<file path="config.mk">
export PLATFORM = sky130hd
export DESIGN_NAME = bzd_detector
export DESIGN_NICKNAME = d
export VERILOG_FILES = /design/src/rtl/bzd_pkg.sv /design/src/rtl/bzd_smp_if.sv /design/src/rtl/bzd_sync.sv /design/src/rtl/bzd_sampler.sv /design/src/rtl/bzd_detector.sv
export SDC_FILE = /design/constraint.sdc
export NUM_CORES = 1
export LEC_CHECK = 0
export ABC_AREA = 1
export BUFFER_PORTS_ARGS = -buffer_cell sky130_fd_sc_hd__buf_2
export CORE_UTILIZATION = 50
export CTS_CLUSTER_SIZE = 24
export DETAILED_ROUTE_END_ITERATION = 6
export PLACE_DENSITY = 0.71
export SLEW_MARGIN = 20
export SYNTH_ARGS = -nofsm -noshare
export SYNTH_HDL_FRONTEND = slang
export SYNTH_SLANG_ARGS = --single-unit
</file>
<file path="constraint.sdc">
create_clock -name ref_clk -period 4.8 [get_ports ref_clk]
set_input_delay 0.96 -clock ref_clk [delete_from_list [all_inputs] [get_ports ref_clk]]
set_output_delay 0.96 -clock ref_clk [all_outputs]
set_load 0.05 [all_outputs]
</file>
<file path="src/rtl/bzd_pkg.sv">
package bzd_pkg;
	// Core clock and fast sampling rate
	localparam int CLK_HZ = 100_000_000;
	localparam int FAST_HZ = 800_000;
	localparam int FAST_DIV = CLK_HZ / FAST_HZ;
	// Control register A fields
	localparam int CRA_DRIVE_BIT = 3;
	localparam int CRA_SENSOR_BIT = 5;
	// Control register B fields
	localparam int CRB_THR_HI = 7;
	localparam int CRB_THR_LO = 6;
	localparam int CRB_POL_BIT = 5;
	localparam int CRB_SDM_BIT = 4;
	localparam int CRB_HDM_BIT = 3;
	// Parity register fields
	localparam int PAR_EDGE_BIT = 7;
	localparam int PAR_CHAN_BIT = 6;
	// Phase state register fields
	localparam int PHS_SEL_HI = 7;
	localparam int PHS_SEL_LO = 6;
	// Phase select codes
	localparam logic [1:0] SEL_A = 2'h0;
	localparam logic [1:0] SEL_B = 2'h1;
	localparam logic [1:0] SEL_C = 2'h2;
	// Reset values
	localparam logic [7:0] CRB_RST = 8'h00;
	localparam logic [7:0] PHS_RST = 8'h00;
	localparam logic [7:0] DEMAG_RST = 8'hFF;
	localparam logic [7:0] TMR_RST = 8'h00;
	// Correction coefficient is a fraction of 32
	localparam int CORR_SHIFT = 5;
	// Position within a motor step
	typedef enum logic [1:0] {ST_DELAY, ST_DEMAG, ST_ZWIN} bzd_step_t;
endpackage

</file>
<file path="src/rtl/bzd_smp_if.sv">
`timescale 1ns/1ps
// Carries mode and clock sources to the sampler and strobes back
interface bzd_smp_if;
	logic sensorMode;
	logic voltMode;
	logic intPwm;
	logic extPwm;
	logic fastTick;
	logic zStrobe;
	modport ctl(output sensorMode, output voltMode, output intPwm, output extPwm,
		input fastTick, input zStrobe);
	modport gen(input sensorMode, input voltMode, input intPwm, input extPwm,
		output fastTick, output zStrobe);
endinterface

</file>
<file path="src/rtl/bzd_sync.sv">
`timescale 1ns/1ps
// Two-stage synchroniser for a group of pin inputs
module bzd_sync #(
	parameter int W = 4
) (
	input wire logic ref_clk,
	input wire logic rst_n,
	input wire logic [W-1:0] din,
	output logic [W-1:0] dout
);
	typedef struct packed {
		logic [W-1:0] s1; // First stage, read only by second
		logic [W-1:0] s2; // Stable output stage
	} bzd_sync_t;
	bzd_sync_t s;
	bzd_sync_t n;

	// Shift pins through two stages
	always_comb begin
		n.s1 = din;
		n.s2 = s.s1;
	end

	// State register
	always_ff @(posedge ref_clk or negedge rst_n) begin
		if (!rst_n) begin
			s <= '0;
		end else begin
			s <= n;
		end
	end

	assign dout = s.s2;
endmodule

</file>
<file path="src/rtl/bzd_sampler.sv">
`timescale 1ns/1ps
// Builds the fast tick and the mode-dependent zero-crossing strobe
module bzd_sampler (
	input wire logic ref_clk,
	input wire logic rst_n,
	bzd_smp_if.gen g
);
	localparam int DW = $clog2(bzd_pkg::FAST_DIV);
	localparam logic [DW-1:0] DIV_LAST = DW'(bzd_pkg::FAST_DIV - 1);
	typedef struct packed {
		logic [DW-1:0] div; // Fast rate divider
		logic intLast; // Internal PWM previous level
		logic extLast; // Timer PWM previous level
		logic fast; // Fast tick pulse
		logic zs; // Zero-crossing strobe pulse
	} bzd_smp_t;
	bzd_smp_t s;
	bzd_smp_t n;

	// Divider and edge detection of the sampling sources
	always_comb begin
		n = s;
		n.intLast = g.intPwm;
		n.extLast = g.extPwm;
		n.fast = 1'b0;
		n.div = s.div + 1'b1;
		if (s.div == DIV_LAST) begin
			n.div = '0;
			n.fast = 1'b1;
		end
		if (g.sensorMode) begin
			n.zs = n.fast;
		end else if (g.voltMode) begin
			n.zs = g.extPwm && !s.extLast;
		end else begin
			n.zs = g.intPwm && !s.intLast;
		end
	end

	// State register
	always_ff @(posedge ref_clk or negedge rst_n) begin
		if (!rst_n) begin
			s <= '0;
		end else begin
			s <= n;
		end
	end

	assign g.fastTick = s.fast;
	assign g.zStrobe = s.zs;
endmodule

</file>
<file path="src/rtl/bzd_detector.sv">
`timescale 1ns/1ps
// What this block does
// - Commutation, then demagnetisation, then zero crossing
// - Demag sampling always at fast fixed rate
// - Delay runs from zero crossing to commutation
// - Phase state writes shadowed, applied at commutation
// - Select bits pick phase A, B or C
// - Threshold bits set one shared comparator reference
// - Four levels, same for both event kinds
// - Current mode samples on internal PWM clock
// - Voltage mode samples on external timer PWM
// - Sensor mode samples zero crossing at fast rate
// - Drive bit selects voltage or current mode
// - Parity bit picks even or odd channels
// - Edge bit picks opposite or same edges
// - Polarity bit picks rising or falling crossing
// - Sensor bit selects sensor or sensorless operation
// - Two bits choose hardware or software demag
// - Demag and polarity bits buffered to commutation
// - Hardware demag captures step timer value
// - Capture scaled by coefficient, written back
// - Timer past emulated value gives no event
// - Zero crossing captures timer, resets if auto
// - Commutation when timer reaches compare value
module bzd_detector (
	input wire logic ref_clk,
	input wire logic rst_n,
	input wire logic phaseAInput,
	input wire logic phaseBInput,
	input wire logic phaseCInput,
	input wire logic timerPwm,
	input wire logic intPwmClk,
	input wire logic stepTick,
	input wire logic autoCommutate,
	input wire logic [7:0] controlRegA,
	input wire logic controlRegBWr,
	input wire logic [7:0] controlRegBData,
	input wire logic phaseStateWr,
	input wire logic [7:0] phaseStateData,
	input wire logic [7:0] parityReg,
	input wire logic [7:0] commutationCompare,
	input wire logic [7:0] corrCoef,
	input wire logic demagTimeWr,
	input wire logic [7:0] demagTimeData,
	output logic [1:0] thresholdSelect,
	output logic channelParitySel,
	output logic [1:0] inputPhaseSelect,
	output logic [7:0] stepTimer,
	output logic [7:0] zCapture,
	output logic [7:0] demagTimeReg,
	output logic commEvent,
	output logic demagEvent,
	output logic zcEvent,
	output logic [1:0] stepPhase
);
	typedef struct packed {
		bzd_pkg::bzd_step_t step; // Position in the step
		logic [7:0] tmr; // Step timer
		logic [7:0] zCap; // Timer at last zero crossing
		logic [7:0] dTime; // Demag time register
		logic [7:0] crb; // Control register B as written
		logic [7:0] phs; // Phase state shadow copy
		logic [1:0] actSel; // Active phase select
		logic actPol; // Active crossing polarity
		logic actHw; // Active hardware demag enable
		logic actSw; // Active software demag enable
		logic noWin; // Emulated value already passed
		logic zSmp; // Last zero-crossing sample
		logic dSmp; // Last demag sample
		logic zSeen; // Zero-crossing sample valid
		logic dSeen; // Demag sample valid
		logic cEv; // Commutation pulse
		logic dEv; // Demag pulse
		logic zEv; // Zero-crossing pulse
		logic scalePend; // Capture awaits scaling
		logic odd; // Odd channel group selected
	} bzd_det_t;
	bzd_det_t s;
	bzd_det_t n;

	logic [3:0] pinSync; // Synchronised comparator and timer pins
	logic cmpBit; // Comparator of the monitored phase
	logic dRiseSel; // Demag edge is rising
	logic zEdge; // Qualified zero-crossing edge
	logic dEdge; // Qualified demag edge
	logic [15:0] prod; // Capture times coefficient
	logic [15:0] shifted; // Product divided by 32
	logic [7:0] scaled; // Saturated emulated demag time

	bzd_smp_if smp();

	// Pins from the motor and the other timer cross in here
	bzd_sync #(
		.W(4)
	) u_sync (
		.ref_clk(ref_clk),
		.rst_n(rst_n),
		.din({timerPwm, phaseCInput, phaseBInput, phaseAInput}),
		.dout(pinSync)
	);

	// Mode selection for the sampler
	assign smp.sensorMode = controlRegA[bzd_pkg::CRA_SENSOR_BIT];
	assign smp.voltMode = controlRegA[bzd_pkg::CRA_DRIVE_BIT];
	assign smp.intPwm = intPwmClk;
	assign smp.extPwm = pinSync[3];

	bzd_sampler u_smp (
		.ref_clk(ref_clk),
		.rst_n(rst_n),
		.g(smp.gen)
	);

	// Route the monitored phase to the detector
	always_comb begin
		case (s.actSel)
			bzd_pkg::SEL_A: cmpBit = pinSync[0];
			bzd_pkg::SEL_B: cmpBit = pinSync[1];
			bzd_pkg::SEL_C: cmpBit = pinSync[2];
			default: cmpBit = pinSync[0];
		endcase
	end

	// Edge qualification
	always_comb begin
		// Opposite edge when the relation bit is clear
		dRiseSel = parityReg[bzd_pkg::PAR_EDGE_BIT] ? s.actPol : !s.actPol;
		// Polarity set means rising crossing
		zEdge = smp.zStrobe && s.zSeen &&
			(s.actPol ? (!s.zSmp && cmpBit) : (s.zSmp && !cmpBit));
		dEdge = smp.fastTick && s.dSeen &&
			(dRiseSel ? (!s.dSmp && cmpBit) : (s.dSmp && !cmpBit));
	end

	// Scale the captured demag time, saturating at full scale
	always_comb begin
		prod = 16'(s.dTime) * 16'(corrCoef);
		shifted = prod >> bzd_pkg::CORR_SHIFT;
		scaled = (|shifted[15:8]) ? 8'hFF : shifted[7:0];
	end

	// Next-state logic
	always_comb begin
		n = s;
		n.cEv = 1'b0;
		n.dEv = 1'b0;
		n.zEv = 1'b0;
		n.scalePend = 1'b0;
		n.odd = parityReg[bzd_pkg::PAR_CHAN_BIT];
		// Register writes
		if (controlRegBWr) begin
			n.crb = controlRegBData;
		end
		if (phaseStateWr) begin
			n.phs = phaseStateData;
		end
		if (demagTimeWr) begin
			n.dTime = demagTimeData;
		end
		// Step timer advances on its prescaled tick
		if (stepTick) begin
			n.tmr = s.tmr + 1'b1;
		end
		// Comparator sampling on both strobes
		if (smp.fastTick) begin
			n.dSmp = cmpBit;
			n.dSeen = 1'b1;
		end
		if (smp.zStrobe) begin
			n.zSmp = cmpBit;
			n.zSeen = 1'b1;
		end
		case (s.step)
			// Waiting out the delay after the crossing
			bzd_pkg::ST_DELAY: begin
				if (s.tmr == commutationCompare) begin
					n.cEv = 1'b1;
					n.step = bzd_pkg::ST_DEMAG;
					// Preloaded settings become active
					n.actSel = s.phs[bzd_pkg::PHS_SEL_HI:bzd_pkg::PHS_SEL_LO];
					n.actPol = s.crb[bzd_pkg::CRB_POL_BIT];
					n.actSw = s.crb[bzd_pkg::CRB_SDM_BIT];
					n.actHw = s.crb[bzd_pkg::CRB_HDM_BIT];
					// Timer already past emulated value
					n.noWin = s.crb[bzd_pkg::CRB_SDM_BIT] && (s.tmr > s.dTime);
					// New phase: no edge against an old sample
					n.dSeen = 1'b0;
					n.zSeen = 1'b0;
				end
			end
			// Waiting for end of demagnetisation
			bzd_pkg::ST_DEMAG: begin
				if (s.actSw) begin
					// Emulated event when timer meets the value
					if (!s.noWin && s.tmr == s.dTime) begin
						n.dEv = 1'b1;
						n.step = bzd_pkg::ST_ZWIN;
					end
				end else if (dEdge) begin
					n.dEv = 1'b1;
					n.step = bzd_pkg::ST_ZWIN;
					if (s.actHw) begin
						n.dTime = s.tmr;
						n.scalePend = 1'b1;
					end
				end
			end
			// Zero-crossing window open
			bzd_pkg::ST_ZWIN: begin
				if (zEdge) begin
					n.zEv = 1'b1;
					n.zCap = s.tmr;
					n.step = bzd_pkg::ST_DELAY;
					if (autoCommutate) begin
						n.tmr = bzd_pkg::TMR_RST;
					end
				end
			end
			// Unused encoding
			default: begin
				n.step = bzd_pkg::ST_DELAY;
			end
		endcase
		// Write back the corrected time for the next step
		if (s.scalePend) begin
			n.dTime = scaled;
		end
	end

	// State register
	always_ff @(posedge ref_clk or negedge rst_n) begin
		if (!rst_n) begin
			s <= '0;
			s.step <= bzd_pkg::ST_DELAY;
			s.tmr <= bzd_pkg::TMR_RST;
			s.dTime <= bzd_pkg::DEMAG_RST;
			s.crb <= bzd_pkg::CRB_RST;
			s.phs <= bzd_pkg::PHS_RST;
		end else begin
			s <= n;
		end
	end

	// Outputs straight from state
	assign thresholdSelect = s.crb[bzd_pkg::CRB_THR_HI:bzd_pkg::CRB_THR_LO];
	assign channelParitySel = s.odd;
	assign inputPhaseSelect = s.actSel;
	assign stepTimer = s.tmr;
	assign zCapture = s.zCap;
	assign demagTimeReg = s.dTime;
	assign commEvent = s.cEv;
	assign demagEvent = s.dEv;
	assign zcEvent = s.zEv;
	assign stepPhase = s.step;
endmodule

</file>
Word level (Yosys, flattened, before mapping)
Cells that the tools add are included.

Input port bits: 68. Register bits: 76. Output and inout bits: 34. Word-level logic and storage cells: 104.

Reduce and logical (&&, ||, !) cells: 24. Eq/ne operators: 11. $add $sub $neg: 2. Multipliers: 1. Order comparisons: 1. Mux-type cells: 38.

Operator list (number): 8-bit two-way mux (9); 1-bit two-way mux (18); 18-bit two-way mux (1); 8-bit == test (2); 8-bit by 8-bit multiplier with 16-bit output (1); 16-bit two-way mux (1); 1-bit logical AND (12); 8-bit by 1-bit adder with 8-bit output (second input constant) (1); 8-bit > comparator (1); 2-bit two-way mux (4); 7-bit by 1-bit adder with 7-bit output (second input constant) (1); 7-bit == test (second input constant) (1); 1-bit zero test (7); 7-bit two-way mux (1); 3-bit two-way mux (2); 3-bit inequality test (second input constant) (2); 2-bit one-hot mux with 3 select lines (1); 2-bit by 1-bit == test with 1-bit output (second input constant) (2); 2-bit == test (second input constant) (2); 2-bit inequality test (second input constant) (2); 2-bit AND reduction (2); 4-bit AND reduction (1); 3-bit OR reduction (1); 2-bit zero test (1); 1-bit one-hot mux with 2 select lines (1).

Depth between registers and ports, before layout
Word-level depth: 10. Gate-level depth with buffers: 24. Depth with buffers taken out: 23.

By module
From an unflattened synthesis, not the netlist that was laid out.

Cell total of the unflattened synthesis: 754. Area total of the unflattened synthesis: 5833.1 sq um.

Modules (own cells, without submodules): bzd_detector (instances 1, cells an instance 691, area each 5133.7 sq um, sequential area each 1211.2 sq um); bzd_sampler (instances 1, cells an instance 55, area each 499.2 sq um, sequential area each 275.3 sq um); bzd_sync (instances 1, cells an instance 8, area each 200.2 sq um, sequential area each 200.2 sq um).

Least setup slack after synthesis
No wires, ideal clock.

Kind: in2reg. From: in corrCoef[7]. To: reg s (netlist bit demagTimeReg[4]). Buffers on the path: 1. Stages on the path: 22. Data required time: 4.723 ns. Slack: -0.105 ns. Library setup time: 0.077 ns. Data arrival time: 4.828 ns. Cell sequence: clkbuf_1 -> nand2_1 -> fa_1 -> fa_1 -> inv_1 -> fa_1 -> inv_1 -> fa_1 -> inv_1 -> ha_1 -> nand2_1 -> inv_1 -> nand2_1 -> nand2_1 -> a21oi_1 -> nand2_1 -> nand2_1 -> nand2_1 -> nor2_4 -> nand3_1 -> nand2_1 -> nand2_1.

RTL lines: start: declaration (line bzd_detector.sv:42) `input wire logic [7:0] corrCoef,`; end signal: assignment (line bzd_detector.sv:240) `s <= n;`; end: declaration (line bzd_detector.sv:78) `bzd_det_t s;`.

==> impl_metrics.csv <==
group,metric,value,unit
run_status,status,"complete, no violations",
power,p_sw,1.570,mW
yosys,synth_top_area_share,25.88,%
worst_setup_path,r2r_setup_slack,270,ps
timing,hold_violations,0,
routing,detail-route-antenna-nets,0,
routing,via_per_inst,4.882,
timing,relSlewSlack,55.76,%
routing,drtPass1Iterations,5,
cts,clk_pin_slew,50,ps
cts,cts_tree,"yes",
worst_setup_path,critPathMostFrequentCell,"nand2_1",
cts,insertion_delay,330,ps
cts,cts-buffers-inserted,9,
routing,drtIter0Drc,227,
timing,setup_tns,0,ps
yosys,synthTopCellsByArea,"dfrtp_1 26%, nand2_1 12%, fa_1 12%",
yosys,mappedNetlistArea,5704,µm²
power,p_leak,3.806,nW
yosys,ys_seq_elements,67,
global_route,overflow,0,
global_route,antenna_found_initial,0,
die,io_pins,102,
cts,cts_root_buf,"clkbuf_16",
timing,period_minus_slack,4646,ps
worst_setup_path,rr_endpoint,"demagTimeReg[0]$_DFF_PN1_",
worst_setup_path,worst_setup_path_end_kind,"register",
final_layout,n_antenna_cell,0,
die,num_rows,38,
final_layout,multiInputGateArea,3124,µm²
worst_setup_path,critPathArrivalTime,4900,ps
final_layout,areaGrowthSynthToFinish,14.30,%
routing,top_layer_used,"met4",
routing,route.met2.wl,6.568,mm
yosys,syn_area_per_cell,7.667,µm²
routing,drc,0,
power,p_comb_share,58.2,%
die,dieWidth,108.8,µm
die,initial_core_util,51.94,%
global_route,grt_pass1_wl,21.21,mm
worst_setup_path,crit_slowest_cell,"fa_1",
cts,numClockSinks,67,
die,die-area,11840,µm²
routing,wl_per_cell,13.14,µm
die,die_h,108.8,µm
yosys,synthAdderAreaFrac,22.37,%
run,maxCapViolCount,0,
worst_setup_path,cp-start-kind,"input port",
timing,period_share,96.80,%
timing,worst_slack,153.8,ps
final_layout,nFillCells,983,
die,core-area,10980,µm²
power,p_per_area,513.6,nW/µm²
timing,fmax,0.2152,GHz
worst_setup_path,worstPathMaxFanout,8,
place,place_ws,-272.9,ps
global_route,grt_util_all_layers,23.22,%
place,place.gp.congestion,0.9075,
routing,finalWirelength,12.61,mm
power,switching_share,46.87,%
worst_setup_path,setup.worst_path.end,"demagTimeReg[0]$_DFF_PN1_",
cts,cts_hold_buffers,0,
power,irDropWorstVdd,0.0004339,V
timing,worstMarginPinSlew,663.6,ps
final_layout,register_area,1687,µm²
routing,vias,4687,
worst_setup_path,reg2reg_depth,21,
global_route,grt_pass1_vias,4685,
yosys,synth_xor_area_share,2.610,%
yosys,yosysTopAreaCell,"dfrtp_1",
yosys,ys_seq_area_share,29.57,%
yosys,ys_types,40,
power,pwr-share-clk,17.2,%
place,placed_cell_area,6203,µm²
timing,setup_viol_count_final,0,
place,hpwl,10.20,mm
final_layout,drive_above_1_share,20.12,%
yosys,yosysWarnings,0,
timing,final.setup_skew,3.955,ps
place,port_buffers,80,
worst_setup_path,setup.worst_path.class,"in -> reg",
cts,cts.path.max_buffers,2,
routing,dr_wl_met3,350,µm
worst_setup_path,startpoint,"corrCoef[4]",
timing,drv_slew,0,
yosys,synth_top_family_by_area,"adder cells",
final_layout,layout.nets,965,
worst_setup_path,r2r_start,"demagTimeReg[2]$_DFF_PN1_",
global_route,grt_max_degree,37,
final_layout,stdcell_area,6520,µm²
worst_setup_path,worstPathCellList,"buf_2, nand2_1, inv_1, fa_1, fa_1, fa_1, inv_1, fa_1, inv_1, ha_1, a21oi_1, nand2_1, a21oi_2, nand2_1, nand2_1, nand2_1, nor2_4, nand3_1, nand2_1, inv_1",
worst_hold_path,hold_class,"reg -> reg",
yosys,synth_simple_gate_area_share,21.87,%
power,seq_power_share,24.6,%
cts,htree_num_levels,3,
final_layout,final_common_cell,"nand2_1",
worst_setup_path,worstPathRequired,5060,ps
yosys,synth_compound_area_share,6.339,%
yosys,syn-num-nets,893,
yosys,netlist_instances,744,
worst_setup_path,max_stage_delay,550,ps
timing,holdWs,344.9,ps
routing,wl_met1,5.438,mm
power,p_int,1.779,mW
yosys,synthMuxAreaShare,0.7677,%
final_layout,final_cell_mix,"186 x nand2_1, 166 x inv_1, 78 x buf_2, 59 x dfrtp_1, 43 x ha_1",
[power by group through the flow]
stage | Sequential [mW] | Clock, mW | Combinational (mW)
after global placement | 0.823 | 0 | 1.84
final | 0.824 | 0.576 | 1.95
after global routing | 0.843 | 0.617 | 2.17
after detailed placement | 0.833 | 0 | 1.88
after CTS | 0.825 | 0.590 | 1.89
after floorplan | 0.778 | 0 | 1.45
[per-stage QoR]
step	cells	utilization (%)	power, mW
6_report	960	59.36	3.349
5_1_grt	960	59.36	3.629
4_1_cts	960	58.93	3.308
3_5_place_dp	945	56.48	2.711
3_3_place_gp	945	56.48	2.661
2_1_floorplan	744	-	2.233
[layer usage]
layer / track usage, % / up-vias
li1: - / 2356
met2: 41.32 / 83
met4: 9.749 / 0
met1: 28.20 / 2228
met3: 3.048 / 20
met5: 0 / -
[layout make-up]
type | count | area share (%)
Tap cell | 140 | 2.687
Timing Repair Buffer | 111 | 9.787
Inverter | 167 | 9.614
Sequential cell | 67 | 25.87
Multi-Input combinational cell | 460 | 47.92
Clock buffer | 9 | 3.454
Clock inverter | 6 | 0.6717
[what timing repair did]
item / in CTS / in global routing
resized for setup: 0 / 11
buffers inserted: 0 / 0
endpoints found under the setup margin: 0 / 8
[critical path, delay by kind of cell]
kind                     cells  cell delay, ps
AO/OA/AOI/OAI                2             360
buffers and inverters        5             350
AND/OR/NAND/NOR              8             820
adder cells (fa/ha/maj)      5            2410
[flip-flops by register name (all words and copies together), names as in the netlist, 4 cells and up]
| name | flops |
|---|---|
| u_sync.dout | 4 |
| s | 14 |
| u_sync.n | 4 |
| demagTimeReg | 8 |
| stepTimer | 8 |
| zCapture | 8 |
| u_smp.s | 9 |
[worst min-delay path by stage]
stage,startpoint,endpoint,slack (ps),depth (start not counted)
floorplan,u_sync.n[0]$_DFF_PN0_,u_sync.dout[0]$_DFF_PN0_,330,0
global placement,u_sync.n[0]$_DFF_PN0_,u_sync.dout[0]$_DFF_PN0_,330,0
detailed placement,u_sync.n[1]$_DFF_PN0_,u_sync.dout[1]$_DFF_PN0_,330,0
CTS,u_sync.n[1]$_DFF_PN0_,u_sync.dout[1]$_DFF_PN0_,350,0
global route,u_sync.n[3]$_DFF_PN0_,u_sync.dout[3]$_DFF_PN0_,360,0
finish,u_sync.n[1]$_DFF_PN0_,u_sync.dout[1]$_DFF_PN0_,340,0
[cell usage after synthesis, drive strengths merged]
cell type	count
a211oi	1
a21oi	24
and2	1
and3	1
buf	33
clkbuf	17
dfrtp	59
dfstp	8
fa	35
ha	46
inv	167
mux2	3
mux2i	1
nand2	196
nand3	34
nand3b	2
nand4	5
nor2	40
nor3	7
nor3b	1
nor4	2
o211ai	4
o21a	6
o21ai	28
o21bai	1
o31ai	1
or2	4
xnor2	8
xor2	9
[cells by family after synthesis]
| logic type | count (synthesis) |
|---|---|
| AO/OA/AOI/OAI | 65 |
| XOR/XNOR | 17 |
| adder cells (fa/ha/maj) | 81 |
| buffers and inverters | 217 |
| flip-flops | 67 |
| multiplexers | 4 |
| AND/OR/NAND/NOR | 293 |
Power figures use the tool's default switching activity.
